`src/logic/osr_pkg.sv`:
```
// Purpose: constants and carriers for the option byte, security gate and reset init block
// Assumes: 20 MHz core clock
// Notes:   none
package osr_pkg;
	localparam logic [14:0] OSR_OPT_ADDR       = 15'h7fff;
	localparam logic [15:0] OSR_OPT_ALIAS      = 16'hffff;
	localparam int          OSR_SECURE_BIT     = 5;
	localparam int          OSR_WDOG_DIS_BIT   = 2;
	localparam int          OSR_HALT_DIS_BIT   = 1;
	localparam int          OSR_FLASH_BOOT_BIT = 0;
	localparam logic [7:0]  OSR_SECURE_FILL    = 8'hff;
	localparam logic [7:0]  OSR_ZERO8          = 8'h00;
	localparam logic [7:0]  OSR_STACK_RESET    = 8'h6f;
	localparam logic [7:0]  OSR_IDLE_CTL_RESET = 8'h40;
	localparam logic [7:0]  OSR_TXE_RESET      = 8'h01;
	localparam logic [7:0]  OSR_PROG_TIM_10MHZ = 8'h31;
	localparam logic [1:0]  OSR_WIN_MAX        = 2'h3;
	localparam logic [15:0] OSR_IDLE_BOR_PRE   = 16'h00f0;
	localparam logic [4:0]  OSR_CKMON_REL      = 5'h10;
	localparam logic [3:0]  OSR_IDLE_DIV       = 4'h9;

	typedef enum logic [1:0] {
		OSR_OP_READ  = 2'b00,
		OSR_OP_WRITE = 2'b01,
		OSR_OP_PAGE  = 2'b10,
		OSR_OP_MASS  = 2'b11
	} osr_op_t;

	typedef enum logic [1:0] {
		OSR_ST_RESET = 2'b00,
		OSR_ST_BOR   = 2'b01,
		OSR_ST_RUN   = 2'b10
	} osr_state_t;

	typedef struct packed {
		logic       req;
		osr_op_t    op;
		logic       user_isp;
		logic [15:0] addr;
		logic [7:0] wdata;
	} osr_flash_req_t;

	typedef struct packed {
		logic [14:0] pc;
		logic [7:0]  processor_status_reg;
		logic [7:0]  main_control_reg;
		logic [7:0]  interrupt_control_reg;
		logic [7:0]  fast_timer_a_ctrl;
		logic [7:0]  fast_timer_b_ctrl;
		logic [7:0]  high_speed_timer_config;
		logic [7:0]  idle_timer_ctrl;
		logic [7:0]  seg;
		logic [7:0]  stack_pointer;
		logic [7:0]  wakeup_enable_reg;
		logic [7:0]  wakeup_edge_reg;
		logic [7:0]  usart_prescaler_reg;
		logic [7:0]  usart_control_reg;
		logic [7:0]  usart_rx_control_reg;
		logic [7:0]  usart_int_control_reg;
		logic [7:0]  selfprog_addr_low_reg;
		logic [7:0]  selfprog_addr_high_reg;
		logic [7:0]  program_timing_reg;
		logic [1:0]  wd_window;
		logic        ckmon_en;
	} osr_init_t;
endpackage

```
`src/logic/osr_core.sv`:
```
// Purpose: option byte decode, flash security gate, reset sequencing and register init values
// Assumes: reset pin and brownout/clock-ok levels are asynchronous to clk
// Notes:   option byte is held by flash; this block sees it as an input
`timescale 1ns/1ns
//
// Contract
// - Lock bit 5 set refuses flash read/write except user self-programming; mass erase allowed.
// - Bit 2 set disables watchdog; clear makes watchdog pin output with pull-up.
// - Bit 1 set forbids deep stop entry; clear allows it.
// - Bit 0 one boots from flash; zero boots from boot ROM.
// - Locked external reads return FF except the option byte.
// - Locked: writes to flash and option byte, and page erase, inhibited.
// - Option byte readable at alias FFFF regardless of protection.
// - Mass erase always accepted; sole way to clear the lock outside user ISP.
// - Reset from low reset pin or brownout event.
// - In reset ports float, port D high, watchdog pin, port G zero/two pull-ups; watchdog pin pull-up here follows bit 2 clear only, off in rst_n reset.
// - Reset clears idle timer control except oscillator-on flag set.
// - Reset loads stack pointer with 06F.
// - Shift reg, pointers, RAM kept; wake-up enable/edge cleared.
// - Reset clears serial prescaler and controls, transmit-empty flag set.
// - Reset clears self-programming address, presets timing for 10 MHz.
// - Watchdog on: window bits max, clock monitor set; both inhibited in reset.
// - Slow clock at reset end drives watchdog pin low until 16-32 idle clocks.
// - Reset pin also ends deep stop mode.
// - Brownout presets idle timer 00F0-00FF; reset held until underflow.
module osr_core
	import osr_pkg::*;
(
	input  wire logic            clk,
	input  wire logic            rst_n,
	input  wire logic            reset_pin_n,
	input  wire logic            brownout,
	input  wire logic            clk_ok,
	input  wire logic            halt_req,
	input  wire logic [7:0]      config_option_byte,
	input  wire osr_flash_req_t  flash_req,
	input  wire logic [7:0]      flash_rdata,
	output logic                 flash_rd_en,
	output logic                 flash_wr_en,
	output logic                 flash_page_erase,
	output logic                 flash_mass_erase,
	output logic [14:0]          flash_addr,
	output logic [7:0]           flash_wdata,
	output logic [7:0]           ext_rdata,
	output logic                 ext_rvalid,
	output logic                 ext_refused,
	output logic                 core_reset,
	output logic                 boot_from_flash,
	output logic                 halt_allowed,
	output logic                 halt_active,
	output logic                 wdog_enable,
	output logic                 wdog_output_pin_val,
	output logic                 wdog_output_pin_oe,
	output logic                 wdog_output_pin_pu,
	output logic                 port_g_pin_zero_pu,
	output logic                 port_g_pin_two_pu,
	output logic                 port_d_drive_high,
	output logic                 ports_float,
	output osr_init_t            init_values
);

	// ----------------------------------------------------------------
	// input synchronisers
	// ----------------------------------------------------------------
	logic [2:0] meta_q;
	logic [2:0] sync_q;

	always_ff @(posedge clk or negedge rst_n) begin
		if (!rst_n) begin
			meta_q <= 3'b100;
			sync_q <= 3'b100;
		end else begin
			meta_q <= {clk_ok, brownout, ~reset_pin_n};
			sync_q <= meta_q;
		end
	end

	logic pin_rst;
	logic bor_evt;
	logic clk_good;
	assign pin_rst  = sync_q[0];
	assign bor_evt  = sync_q[1];
	assign clk_good = sync_q[2];

	// ----------------------------------------------------------------
	// option decode
	// ----------------------------------------------------------------
	logic secure;
	assign secure = config_option_byte[OSR_SECURE_BIT];

	function automatic logic is_opt_addr(input logic [15:0] a);
		return (a == OSR_OPT_ALIAS) || (a[14:0] == OSR_OPT_ADDR);
	endfunction

	// ----------------------------------------------------------------
	// reset sequencer and idle timer
	// ----------------------------------------------------------------
	osr_state_t  state_q;
	osr_state_t  state_d;
	logic [15:0] idle_q;
	logic [3:0]  pre_q;
	logic        idle_tick;

	assign idle_tick = (pre_q == OSR_IDLE_DIV);

	always_comb begin
		state_d = state_q;
		case (state_q)
			OSR_ST_RESET: begin
				if (bor_evt) begin
					state_d = OSR_ST_BOR;
				end else if (!pin_rst) begin
					state_d = OSR_ST_RUN;
				end
			end
			OSR_ST_BOR: begin
				if (pin_rst) begin
					state_d = OSR_ST_RESET;
				end else if (!bor_evt && idle_tick && idle_q == 16'h0000) begin
					state_d = OSR_ST_RUN;
				end
			end
			OSR_ST_RUN: begin
				if (bor_evt) begin
					state_d = OSR_ST_BOR;
				end else if (pin_rst) begin
					state_d = OSR_ST_RESET;
				end
			end
			default: state_d = OSR_ST_RESET;
		endcase
	end

	always_ff @(posedge clk or negedge rst_n) begin
		if (!rst_n) begin
			state_q <= OSR_ST_RESET;
		end else begin
			state_q <= state_d;
		end
	end

	always_ff @(posedge clk or negedge rst_n) begin
		if (!rst_n) begin
			pre_q  <= 4'h0;
			idle_q <= OSR_IDLE_BOR_PRE;
		end else begin
			pre_q <= idle_tick ? 4'h0 : pre_q + 4'h1;
			if (bor_evt) begin
				idle_q <= OSR_IDLE_BOR_PRE;
			end else if (idle_tick && idle_q != 16'h0000) begin
				idle_q <= idle_q - 16'h0001;
			end
		end
	end

	logic in_reset;
	assign in_reset = (state_d != OSR_ST_RUN);

	always_ff @(posedge clk or negedge rst_n) begin
		if (!rst_n) begin
			core_reset <= 1'b1;
		end else begin
			core_reset <= in_reset;
		end
	end

	// ----------------------------------------------------------------
	// option-driven outputs and deep stop
	// ----------------------------------------------------------------
	always_ff @(posedge clk or negedge rst_n) begin
		if (!rst_n) begin
			boot_from_flash <= 1'b0;
			halt_allowed    <= 1'b0;
			wdog_enable     <= 1'b0;
		end else begin
			boot_from_flash <= config_option_byte[OSR_FLASH_BOOT_BIT];
			halt_allowed    <= ~config_option_byte[OSR_HALT_DIS_BIT];
			wdog_enable     <= ~config_option_byte[OSR_WDOG_DIS_BIT];
		end
	end

	always_ff @(posedge clk or negedge rst_n) begin
		if (!rst_n) begin
			halt_active <= 1'b0;
		end else if (pin_rst || in_reset) begin
			halt_active <= 1'b0;
		end else if (halt_req && !config_option_byte[OSR_HALT_DIS_BIT]) begin
			halt_active <= 1'b1;
		end
	end

	// ----------------------------------------------------------------
	// clock monitor after reset
	// ----------------------------------------------------------------
	logic       ckmon_err_q;
	logic [4:0] ckmon_cnt_q;
	logic       wd_on;
	assign wd_on = ~config_option_byte[OSR_WDOG_DIS_BIT];

	always_ff @(posedge clk or negedge rst_n) begin
		if (!rst_n) begin
			ckmon_err_q <= 1'b0;
			ckmon_cnt_q <= 5'h00;
		end else if (in_reset) begin
			ckmon_err_q <= 1'b0;
			ckmon_cnt_q <= 5'h00;
		end else if (state_q != OSR_ST_RUN && wd_on && !clk_good) begin
			ckmon_err_q <= 1'b1;
		end else if (ckmon_err_q && clk_good && idle_tick) begin
			ckmon_cnt_q <= ckmon_cnt_q + 5'h01;
			if (ckmon_cnt_q + 5'h01 == OSR_CKMON_REL) begin
				ckmon_err_q <= 1'b0;
			end
		end
	end

	// ----------------------------------------------------------------
	// pin states
	// ----------------------------------------------------------------
	always_ff @(posedge clk or negedge rst_n) begin
		if (!rst_n) begin
			ports_float        <= 1'b1;
			port_d_drive_high  <= 1'b1;
			port_g_pin_zero_pu <= 1'b1;
			port_g_pin_two_pu  <= 1'b1;
			wdog_output_pin_val <= 1'b1;
			wdog_output_pin_oe <= 1'b0;
			wdog_output_pin_pu <= 1'b0;
		end else begin
			ports_float        <= in_reset;
			port_d_drive_high  <= in_reset;
			port_g_pin_zero_pu <= in_reset;
			port_g_pin_two_pu  <= in_reset;
			wdog_output_pin_val <= ~ckmon_err_q;
			wdog_output_pin_oe <= wd_on & ckmon_err_q;
			wdog_output_pin_pu <= wd_on;
		end
	end

	// ----------------------------------------------------------------
	// initial register values
	// ----------------------------------------------------------------
	always_ff @(posedge clk or negedge rst_n) begin
		if (!rst_n) begin
			init_values <= '0;
		end else begin
			init_values.pc                      <= 15'h0000;
			init_values.processor_status_reg    <= OSR_ZERO8;
			init_values.main_control_reg        <= OSR_ZERO8;
			init_values.interrupt_control_reg   <= OSR_ZERO8;
			init_values.fast_timer_a_ctrl       <= OSR_ZERO8;
			init_values.fast_timer_b_ctrl       <= OSR_ZERO8;
			init_values.high_speed_timer_config <= OSR_ZERO8;
			init_values.seg                     <= OSR_ZERO8;
			init_values.idle_timer_ctrl         <= OSR_IDLE_CTL_RESET;
			init_values.stack_pointer           <= OSR_STACK_RESET;
			init_values.wakeup_enable_reg       <= OSR_ZERO8;
			init_values.wakeup_edge_reg         <= OSR_ZERO8;
			init_values.usart_prescaler_reg     <= OSR_ZERO8;
			init_values.usart_control_reg       <= OSR_TXE_RESET;
			init_values.usart_rx_control_reg    <= OSR_ZERO8;
			init_values.usart_int_control_reg   <= OSR_ZERO8;
			init_values.selfprog_addr_low_reg   <= OSR_ZERO8;
			init_values.selfprog_addr_high_reg  <= OSR_ZERO8;
			init_values.program_timing_reg      <= OSR_PROG_TIM_10MHZ;
			init_values.wd_window               <= wd_on ? OSR_WIN_MAX : 2'h0;
			init_values.ckmon_en                <= wd_on;
		end
	end

	// ----------------------------------------------------------------
	// flash access gate
	// ----------------------------------------------------------------
	logic locked;
	logic opt_hit;
	assign locked  = secure & ~flash_req.user_isp;
	assign opt_hit = is_opt_addr(flash_req.addr);

	always_ff @(posedge clk or negedge rst_n) begin
		if (!rst_n) begin
			flash_rd_en      <= 1'b0;
			flash_wr_en      <= 1'b0;
			flash_page_erase <= 1'b0;
			flash_mass_erase <= 1'b0;
			flash_addr       <= 15'h0000;
			flash_wdata      <= OSR_ZERO8;
			ext_refused      <= 1'b0;
		end else begin
			flash_rd_en      <= 1'b0;
			flash_wr_en      <= 1'b0;
			flash_page_erase <= 1'b0;
			flash_mass_erase <= 1'b0;
			ext_refused      <= 1'b0;
			flash_addr       <= flash_req.addr[14:0];
			flash_wdata      <= flash_req.wdata;
			if (flash_req.req && !in_reset) begin
				case (flash_req.op)
					OSR_OP_READ:  flash_rd_en <= 1'b1;
					OSR_OP_WRITE: begin
						flash_wr_en <= ~locked;
						ext_refused <= locked;
					end
					OSR_OP_PAGE:  begin
						flash_page_erase <= ~locked;
						ext_refused      <= locked;
					end
					OSR_OP_MASS:  flash_mass_erase <= 1'b1;
					default:      ext_refused <= 1'b1;
				endcase
			end
		end
	end

	logic rd_pend_q;
	logic rd_mask_q;
	always_ff @(posedge clk or negedge rst_n) begin
		if (!rst_n) begin
			rd_pend_q <= 1'b0;
			rd_mask_q <= 1'b0;
		end else begin
			rd_pend_q <= flash_req.req && !in_reset && flash_req.op == OSR_OP_READ;
			rd_mask_q <= locked && !opt_hit;
		end
	end

	always_ff @(posedge clk or negedge rst_n) begin
		if (!rst_n) begin
			ext_rvalid <= 1'b0;
			ext_rdata  <= OSR_ZERO8;
		end else begin
			ext_rvalid <= rd_pend_q;
			ext_rdata  <= rd_mask_q ? OSR_SECURE_FILL : flash_rdata;
		end
	end

endmodule

```
`config.mk`:
```
export PLATFORM = sky130hd
export DESIGN_NAME = osr_core
export DESIGN_NICKNAME = d
export VERILOG_FILES = /design/src/logic/osr_pkg.sv /design/src/logic/osr_core.sv
export SDC_FILE = /design/constraint.sdc
export NUM_CORES = 1
export LEC_CHECK = 0
export BUFFER_PORTS_ARGS = -buffer_cell sky130_fd_sc_hd__clkbuf_2
export CAP_MARGIN = 30
export CORE_AREA = 2 2 100 102
export DETAILED_ROUTE_END_ITERATION = 6
export DIE_AREA = 0 0 102 104
export PLACE_DENSITY = 0.9
export SYNTH_ARGS = -nofsm -noshare
export SYNTH_HDL_FRONTEND = slang
export SYNTH_SLANG_ARGS = --single-unit
export TNS_END_PERCENT = 50
```
`constraint.sdc`:
```
create_clock -name clk -period 5.7 [get_ports clk]
set_input_delay 1.14 -clock clk [delete_from_list [all_inputs] [get_ports clk]]
set_output_delay 1.14 -clock clk [all_outputs]
set_load 0.005 [all_outputs]
```
---- After elaboration in Yosys (flattened, before gate mapping) ----
Cells that the tools add are included.
storage, ports and cells
  register bits after elaboration ......... 85
  input port bits ......................... 50
  logic and storage cells ................. 113
cells by class
  add/sub/neg operators ................... 3
  equal/unequal tests ..................... 12
  multiplexer cells ....................... 31
  bitwise operators ....................... 8
  reductions and logical operators ........ 30
operators with widths
  cell                     count
  $mux W16                 2
  $eq A16 B16 Y1 const B   1
  $logic_not A16 Y1        1
  $mux W1                  16
  $reduce_bool A16 Y1      1
  $sub A16 B1 Y16 const B  1
  $eq A15 B15 Y1 const B   1
  $mux W5                  3
  $mux W2                  7
  $logic_and A1 B1 Y1      11
  $mux W8                  1
  $eq A2 B2 Y1 const B     3
  $ne A2 B2 Y1 const B     3
  $not A1 Y1               6
  $pmux W2 S3              1
  $reduce_bool A2 Y1       3
  $reduce_bool A3 Y1       2
  $add A5 B1 Y5 const B    1
  $eq A5 B5 Y1 const B     1
  $logic_not A1 Y1         5
  $add A4 B1 Y4 const B    1
  $eq A2 B1 Y1 const B     2
  $eq A4 B4 Y1 const B     1
  $logic_not A2 Y1         2
  5 further kinds          8

---- Logic depth before layout (Yosys ltp) ----
Gate-level depths: netlist (run 1).
  depth after elaboration ................. 10
  depth in mapped cells ................... 8
  gate-level depth less buffers ........... 6

---- Least setup slack after synthesis (run 1) ----
No wires, ideal clock.
  path type ............................... register to register
  start ................................... reg idle_q[0]
  end ..................................... reg idle_q[10]
  data arrival time ....................... 2.090 ns
  data required time ...................... 5.622 ns
  path slack .............................. 3.532 ns
  cell stages (with the launch flop) ...... 7
  clock period less this slack ............ 2.168 ns
  cell sequence ........................... dfrtp_1 > inv_1 > ha_1 > or3b_2 > or4_4 > or4_1 > a21oi_1
between the ends
  word-level cells in the longest chain between the ends .. 3
  elaborated cells between the ends (all ways) .. 6
  classes of those cells .................. add/sub (1); mux (2); reduce/logical (3)
RTL lines
  item                                                           line                              source
  start, declared                                                osr_core.sv:100                   logic [15:0] idle_q;
  start signal, assigned                                         osr_core.sv:151                   idle_q <= idle_q - 16'h0001;
  $sub A16 B1 Y16 / $reduce_bool A16 Y1 (equally long branches)  osr_core.sv:151, osr_core.sv:150
  $mux W16 / $logic_and A1 B1 Y1 (equally long branches)         osr_core.sv:150                   end else if (idle_tick && idle_q != 16'h0000) begin
  $mux W16 / $reduce_bool A2 Y1 (equally long branches)          --
Parallel ways exist; a longest one is shown, timed or not. The select of a mux whose other input is x is not followed.
A chain may end at the register's enable or synchronous reset.

---- Worst setup path in the final report (run 1) ----
  start ................................... reg idle_q[0]
  end ..................................... reg idle_q[4]
The elaborated chain is that of the path after synthesis.

==> metrics, run 1 <==
Clock Skew 9.73 ps; cell count after synthesis 420; # diodes 0; Reg clk slew, reported paths 80 ps; Via Count 2788; Worst path top cell family by delay simple AND/OR/NAND/NOR gates; Period Utilization, post-route 0.467; Worst setup EP type flop; FMAX 375 MHz; area leader, netlist dfrtp_1; CTS tree built; GRT Residual Overflow 0; most common cell in the synthesized netlist buf_4; CTS max path bufs 2; CP arrival 2940 ps; filler instances 832; Post-Route WL 7430 um; setup TNS 0 ps; WP buf/inv 1; maximum vdd ir drop 0.212 mV; synth cell count leaders buf_4 (166), dfrtp_1 (72), a21oi_1 (15), nor2_1 (15), inv_1 (14); I/O Buffers 107; sequential-to-total area share from yosys stat 0.461; final RePlAce weighted congestion 0.876; # rows 36; Leakage 0.00244 uW; post-synthesis register bit count 80; hold crit path type flop to flop; MaxCap Viol Count 0; asr flop ratio synth 1.00; CTS resizes 0; CTS Hold Bufs 0; Detail Placement HPWL 5680 um; Critical Path Start Type flop; Final setup violation count 0; Detail Route Antenna Nets 0; Clock Latency Late Sink 360 ps; Ys Warns 0; Tot GR Track Use 0.139; Setup CP Type flop to flop; Slowest-stage cell, CP nor4_4; Top FF cell, synth dfrtp_1; vias per cell 4.28; slowest stage delay, CP 870 ps; # DRC 0; drt pass-1 iters 4; die area 10600 sq um; post-CTS setup buffer count 0; first-pass GRT wire length 11900 um; Final #Nets 571; die width 102 um; Final Max Slew Viols 0; Initial DRC Count 135; vias in the first global route 2691; CP required 5980 ps; post-layout min period 2660 ps; Avg Cell Area, Syn 10.4 sq um; pre-CTS setup slack 3090 ps; synth top area cells dfrtp_1 (41%), buf_4 (29%), dfstp_2 (4.8%), ha_1 (2.0%), a21oi_1 (1.7%); final worst slack 3040 ps; top cell type's share of synthesized area 0.413; critical path fanouts, max 24; largest net degree at the start of global routing 81; Post-synth EDFFs 0; TritonCTS buffer count 9; worst rel slew slack 0.343; initial antenna violation count 0; Core Util, Final 0.479; status complete, no violations; clock sink total 80; I/O pin count 261; H-tree levels 3; RSZ-0062 raised after global routing no; critical path cell sequence inv_1, ha_1, or3b_2, nor4_4, nor3_1, or3b_1; Core ar. 9550 sq um; clk root buf clkbuf_8; Fin. Hold Viols 0; fraction of layout instances using a drive strength above 1 0.301; wire per inst 11.4 um; Initial Utilization 0.457; Cell Pwr Density 250 nW/um^2; area grow syn2layout 4.93%; slew of the pin with the lowest slew margin 978 ps; Cell Area, Synth 4360 sq um; distinct cell type count after synthesis 42; die extent in y 104 um
-- state kept, by name, indices dropped and copies added, names as in the netlist, 2 cells and up --
name and cells:
idle_q 16, flash_addr 15, ext_rdata 8, flash_wdata 8, ckmon_cnt_q 5, pre_q 4, meta_q 3, sync_q 3
init_values 2, state_q 2
-- kinds of logic after synthesis --
logic type,count (synthesis),synth area share
AO/OA/AOI/OAI,40,0.0562
multiplexers,3,0.00717
XOR/XNOR,5,0.0100
adder cells (fa/ha/maj),7,0.0201
other,2,0.00172
AND/OR/NAND/NOR,96,0.136
buffers and inverters,187,0.307
flip-flops,80,0.461
-- per-layer routing --
metal	GRT usage	wire [um]
met1	0.143	2550
met2	0.245	3980
met3	0.0551	761
met4	0.0600	137
met5	0	0
-- cells in the final DEF (no fill, tap or decap), types with 3 or more instances in the layout --
cell type	instances
conb_1	149
clkbuf_2	106
dfrtp_1	72
a21oi_1	15
nor2_1	15
inv_1	14
or2_2	11
nand2_1	11
nor3_1	9
o21ai_0	9
nand3_1	9
or3_1	9
clkbuf_8	9
or4_1	8
dfstp_2	8
o31ai_1	7
ha_1	7
xnor2_1	5
nand4_1	5
nand2b_1	4
or4_4	3
-- layout make-up --
class | instances | area, sq um | share of cell area
clock inverters | 6 | 85.1 | 0.0186
clock buffers | 10 | 128 | 0.0279
inverters | 14 | 52.6 | 0.0115
multi-input cells | 300 | 1560 | 0.341
flip-flops and latches | 80 | 2010 | 0.439
well taps | 133 | 166 | 0.0363
repair buffers | 109 | 573 | 0.125
-- power by group --
| part | internal, uW | switching, uW | total [uW] |
|---|---|---|---|
| combinational | 36.0 | 62.5 | 98.5 |
| sequential | 588 | 11.3 | 600 |
| clock | 245 | 202 | 447 |
-- metrics by stage --
step	hold WS [ps]	instances	power, uW	area (sq um)
2_1_floorplan	331	567	733	4910
3_3_place_gp	333	634	702	4330
3_5_place_dp	335	635	706	4340
4_1_cts	352	651	1150	4550
5_1_grt	354	652	1190	4580
6_report	351	652	1150	4580
-- worst reg2reg max path: cells and delay by family, from the launching register on --
kind / cells / cell delay, ps
simple gates: 4 / 1890
flops: 1 / 430
fa+ha+maj: 1 / 160
buf+inv: 1 / 120
-- final timing paths --
| kind | startpoint | endpoint | slack [ps] | depth (start not counted) |
|---|---|---|---|---|
| max in group asynchronous | rst_n | ports_float$_DFF_PN1_ | 4560 | 2 |
| worst min-delay path | meta_q[0]$_DFF_PN0_ | sync_q[0]$_DFF_PN0_ | 350 | 0 |
| min in group asynchronous | rst_n | flash_addr[10]$_DFF_PN0_ | 570 | 1 |
| worst max register to register | idle_q[0]$_DFFE_PN0P_ | idle_q[4]$_DFFE_PN1P_ | 3040 | 6 |
| worst max-delay path | idle_q[0]$_DFFE_PN0P_ | idle_q[4]$_DFFE_PN1P_ | 3040 | 6 |
| worst min register to register | meta_q[0]$_DFF_PN0_ | sync_q[0]$_DFF_PN0_ | 350 | 0 |
Power figures use the tool's default switching activity.
==> run 2, diff against run 1 <==
- CORE_AREA: 2 2 100 102 -> unset
- CORE_UTILIZATION: unset -> 44
- DIE_AREA: 0 0 102 104 -> unset
- PLACE_DENSITY: 0.9 -> 0.87
- clock period: 5.7 -> 2.46 ns (I/O delays scaled with it)
==> metrics, run 2 (synthesis results as in run 1) <==
Core Util, Final 0.489; worst setup path startpoint idle_q[0]$_DFFE_PN0P_; Critical Path Start Type flop; fraction of layout instances using a drive strength above 1 0.310; Period Utilization, post-route 0.914; die extent in y 102 um; post-layout min period 2250 ps; Fin. Hold Viols 0; post-CTS setup buffer count 0; Multi-input gate area 1560 sq um; vias per cell 4.20; maximum vdd ir drop 0.372 mV; Initial DRC Count 79; die width 102 um; Gate power share 0.086; Core ar. 9420 sq um; I/O Buffers 107; CP required 2730 ps; initial antenna violation count 0; vias in the first global route 2484; Clock Skew 15.1 ps; MaxCap Viol Count 0; H-tree levels 3; area grow syn2layout 5.56%; Top Registers idle_q (16), flash_addr (15); Clock Power Share 0.384; FMAX 445 MHz; CP endpoint idle_q[10]$_DFFE_PN0P_; FF-to-FF path depth 6; TritonCTS buffer count 9; setup TNS 0 ps; placed cell area 4400 sq um; commonest non-fill, non-tap cell in the layout conb_1; R2R Path Start idle_q[0]$_DFFE_PN0P_; CP arrival 2520 ps; Worst setup EP type flop; CTS resizes 0; Detail Route Antenna Nets 0; slew of the pin with the lowest slew margin 551 ps; wire per inst 11.4 um; Initial Utilization 0.463; Tot GR Track Use 0.147; status complete, no violations; drt pass-1 iters 4; Final Cell Area 4610 sq um; Sequential Power Share 0.530; first-pass GRT wire length 11400 um; # diodes 0; Final #Nets 577; clock sink total 80; Most flops, register idle_q; CTS Hold Bufs 0; GRT Residual Overflow 0; I/O pin count 261; largest net degree at the start of global routing 43; Final Max Slew Viols 0; Setup CP Type flop to flop; hold crit path type input port to asynchronous set/reset pin; Net Sw Power 690 uW; RR Endpoint idle_q[10]$_DFFE_PN0P_; register area 2010 sq um; Largest register FFs 16; Reg clk slew, reported paths 90 ps; Post-Route WL 7480 um; Detail Placement HPWL 5980 um; Final setup violation count 0; # DRC 0; commonest non-fill, non-tap cells in the layout conb_1 (149), clkbuf_2 (106), dfrtp_1 (72), a21oi_1 (15), nor2_1 (15); CTS tree built; # rows 35; Leakage 0.00247 uW; worst rel slew slack 0.633; Clock Latency Late Sink 350 ps; CTS max path bufs 2; final RePlAce weighted congestion 0.821; Cell Pwr Density 570 nW/um^2; Via Count 2746; filler instances 886; FF-to-FF setup slack 210 ps; Switching Share 0.263; RSZ-0062 raised after global routing no; P_int 1930 uW; critical path fanouts, max 6; die area 10300 sq um; clk root buf clkbuf_8
==> run 2: worst min-delay path by stage <==
stage / slack [ps] / startpoint / cells past startpoint / to
after detailed placement: 340 / meta_q[0]$_DFF_PN0_ / 0 / sync_q[0]$_DFF_PN0_
after global placement: 340 / meta_q[0]$_DFF_PN0_ / 0 / sync_q[0]$_DFF_PN0_
after CTS: 90 / rst_n / 1 / meta_q[1]$_DFF_PN0_
after floorplan: 200 / rst_n / 0 / boot_from_flash$_DFF_PN0_
final: 90 / rst_n / 1 / meta_q[1]$_DFF_PN0_
after global routing: 110 / rst_n / 1 / meta_q[1]$_DFF_PN0_
==> run 2: worst max-delay path, stage by stage (launching register included) <==
cell and delay, ps:
dfrtp_1 430, inv_1 110, ha_1 170, or3b_2 430, or4_4 460, or4_1 420, a21oi_1 150
==> run 2: per-stage QoR <==
step / instances / setup WS, ps / power (uW) / hold WS (ps)
2_1_floorplan: 567 / 292 / 1700 / 196
3_3_place_gp: 638 / 283 / 1630 / 338
3_5_place_dp: 638 / 253 / 1640 / 342
4_1_cts: 654 / 215 / 2670 / 92.6
5_1_grt: 654 / 89.2 / 2770 / 115
6_report: 654 / 212 / 2620 / 94.8
==> run 2: area by class of cell <==
cell class	instances	area share
well taps	129	0.0350
multi-input cells	300	0.339
repair buffers	115	0.133
inverters	14	0.0114
clock buffers	9	0.0269
clock inverters	7	0.0182
flip-flops and latches	80	0.437
==> run 2: power groups by stage <==
stage	sequential, uW	combinational, uW	clock (uW)
3_5_place_dp	1420	225	0
2_1_floorplan	1410	287	0
3_3_place_gp	1410	219	0
5_1_grt	1400	268	1100
6_report	1390	227	1010
4_1_cts	1390	226	1050
==> run 2: metal layers <==
metal / global-route usage / wire, um
met1: 0.171 / 2840
met2: 0.245 / 3960
met3: 0.0552 / 611
met4: 0.0591 / 74
met5: 0 / 0
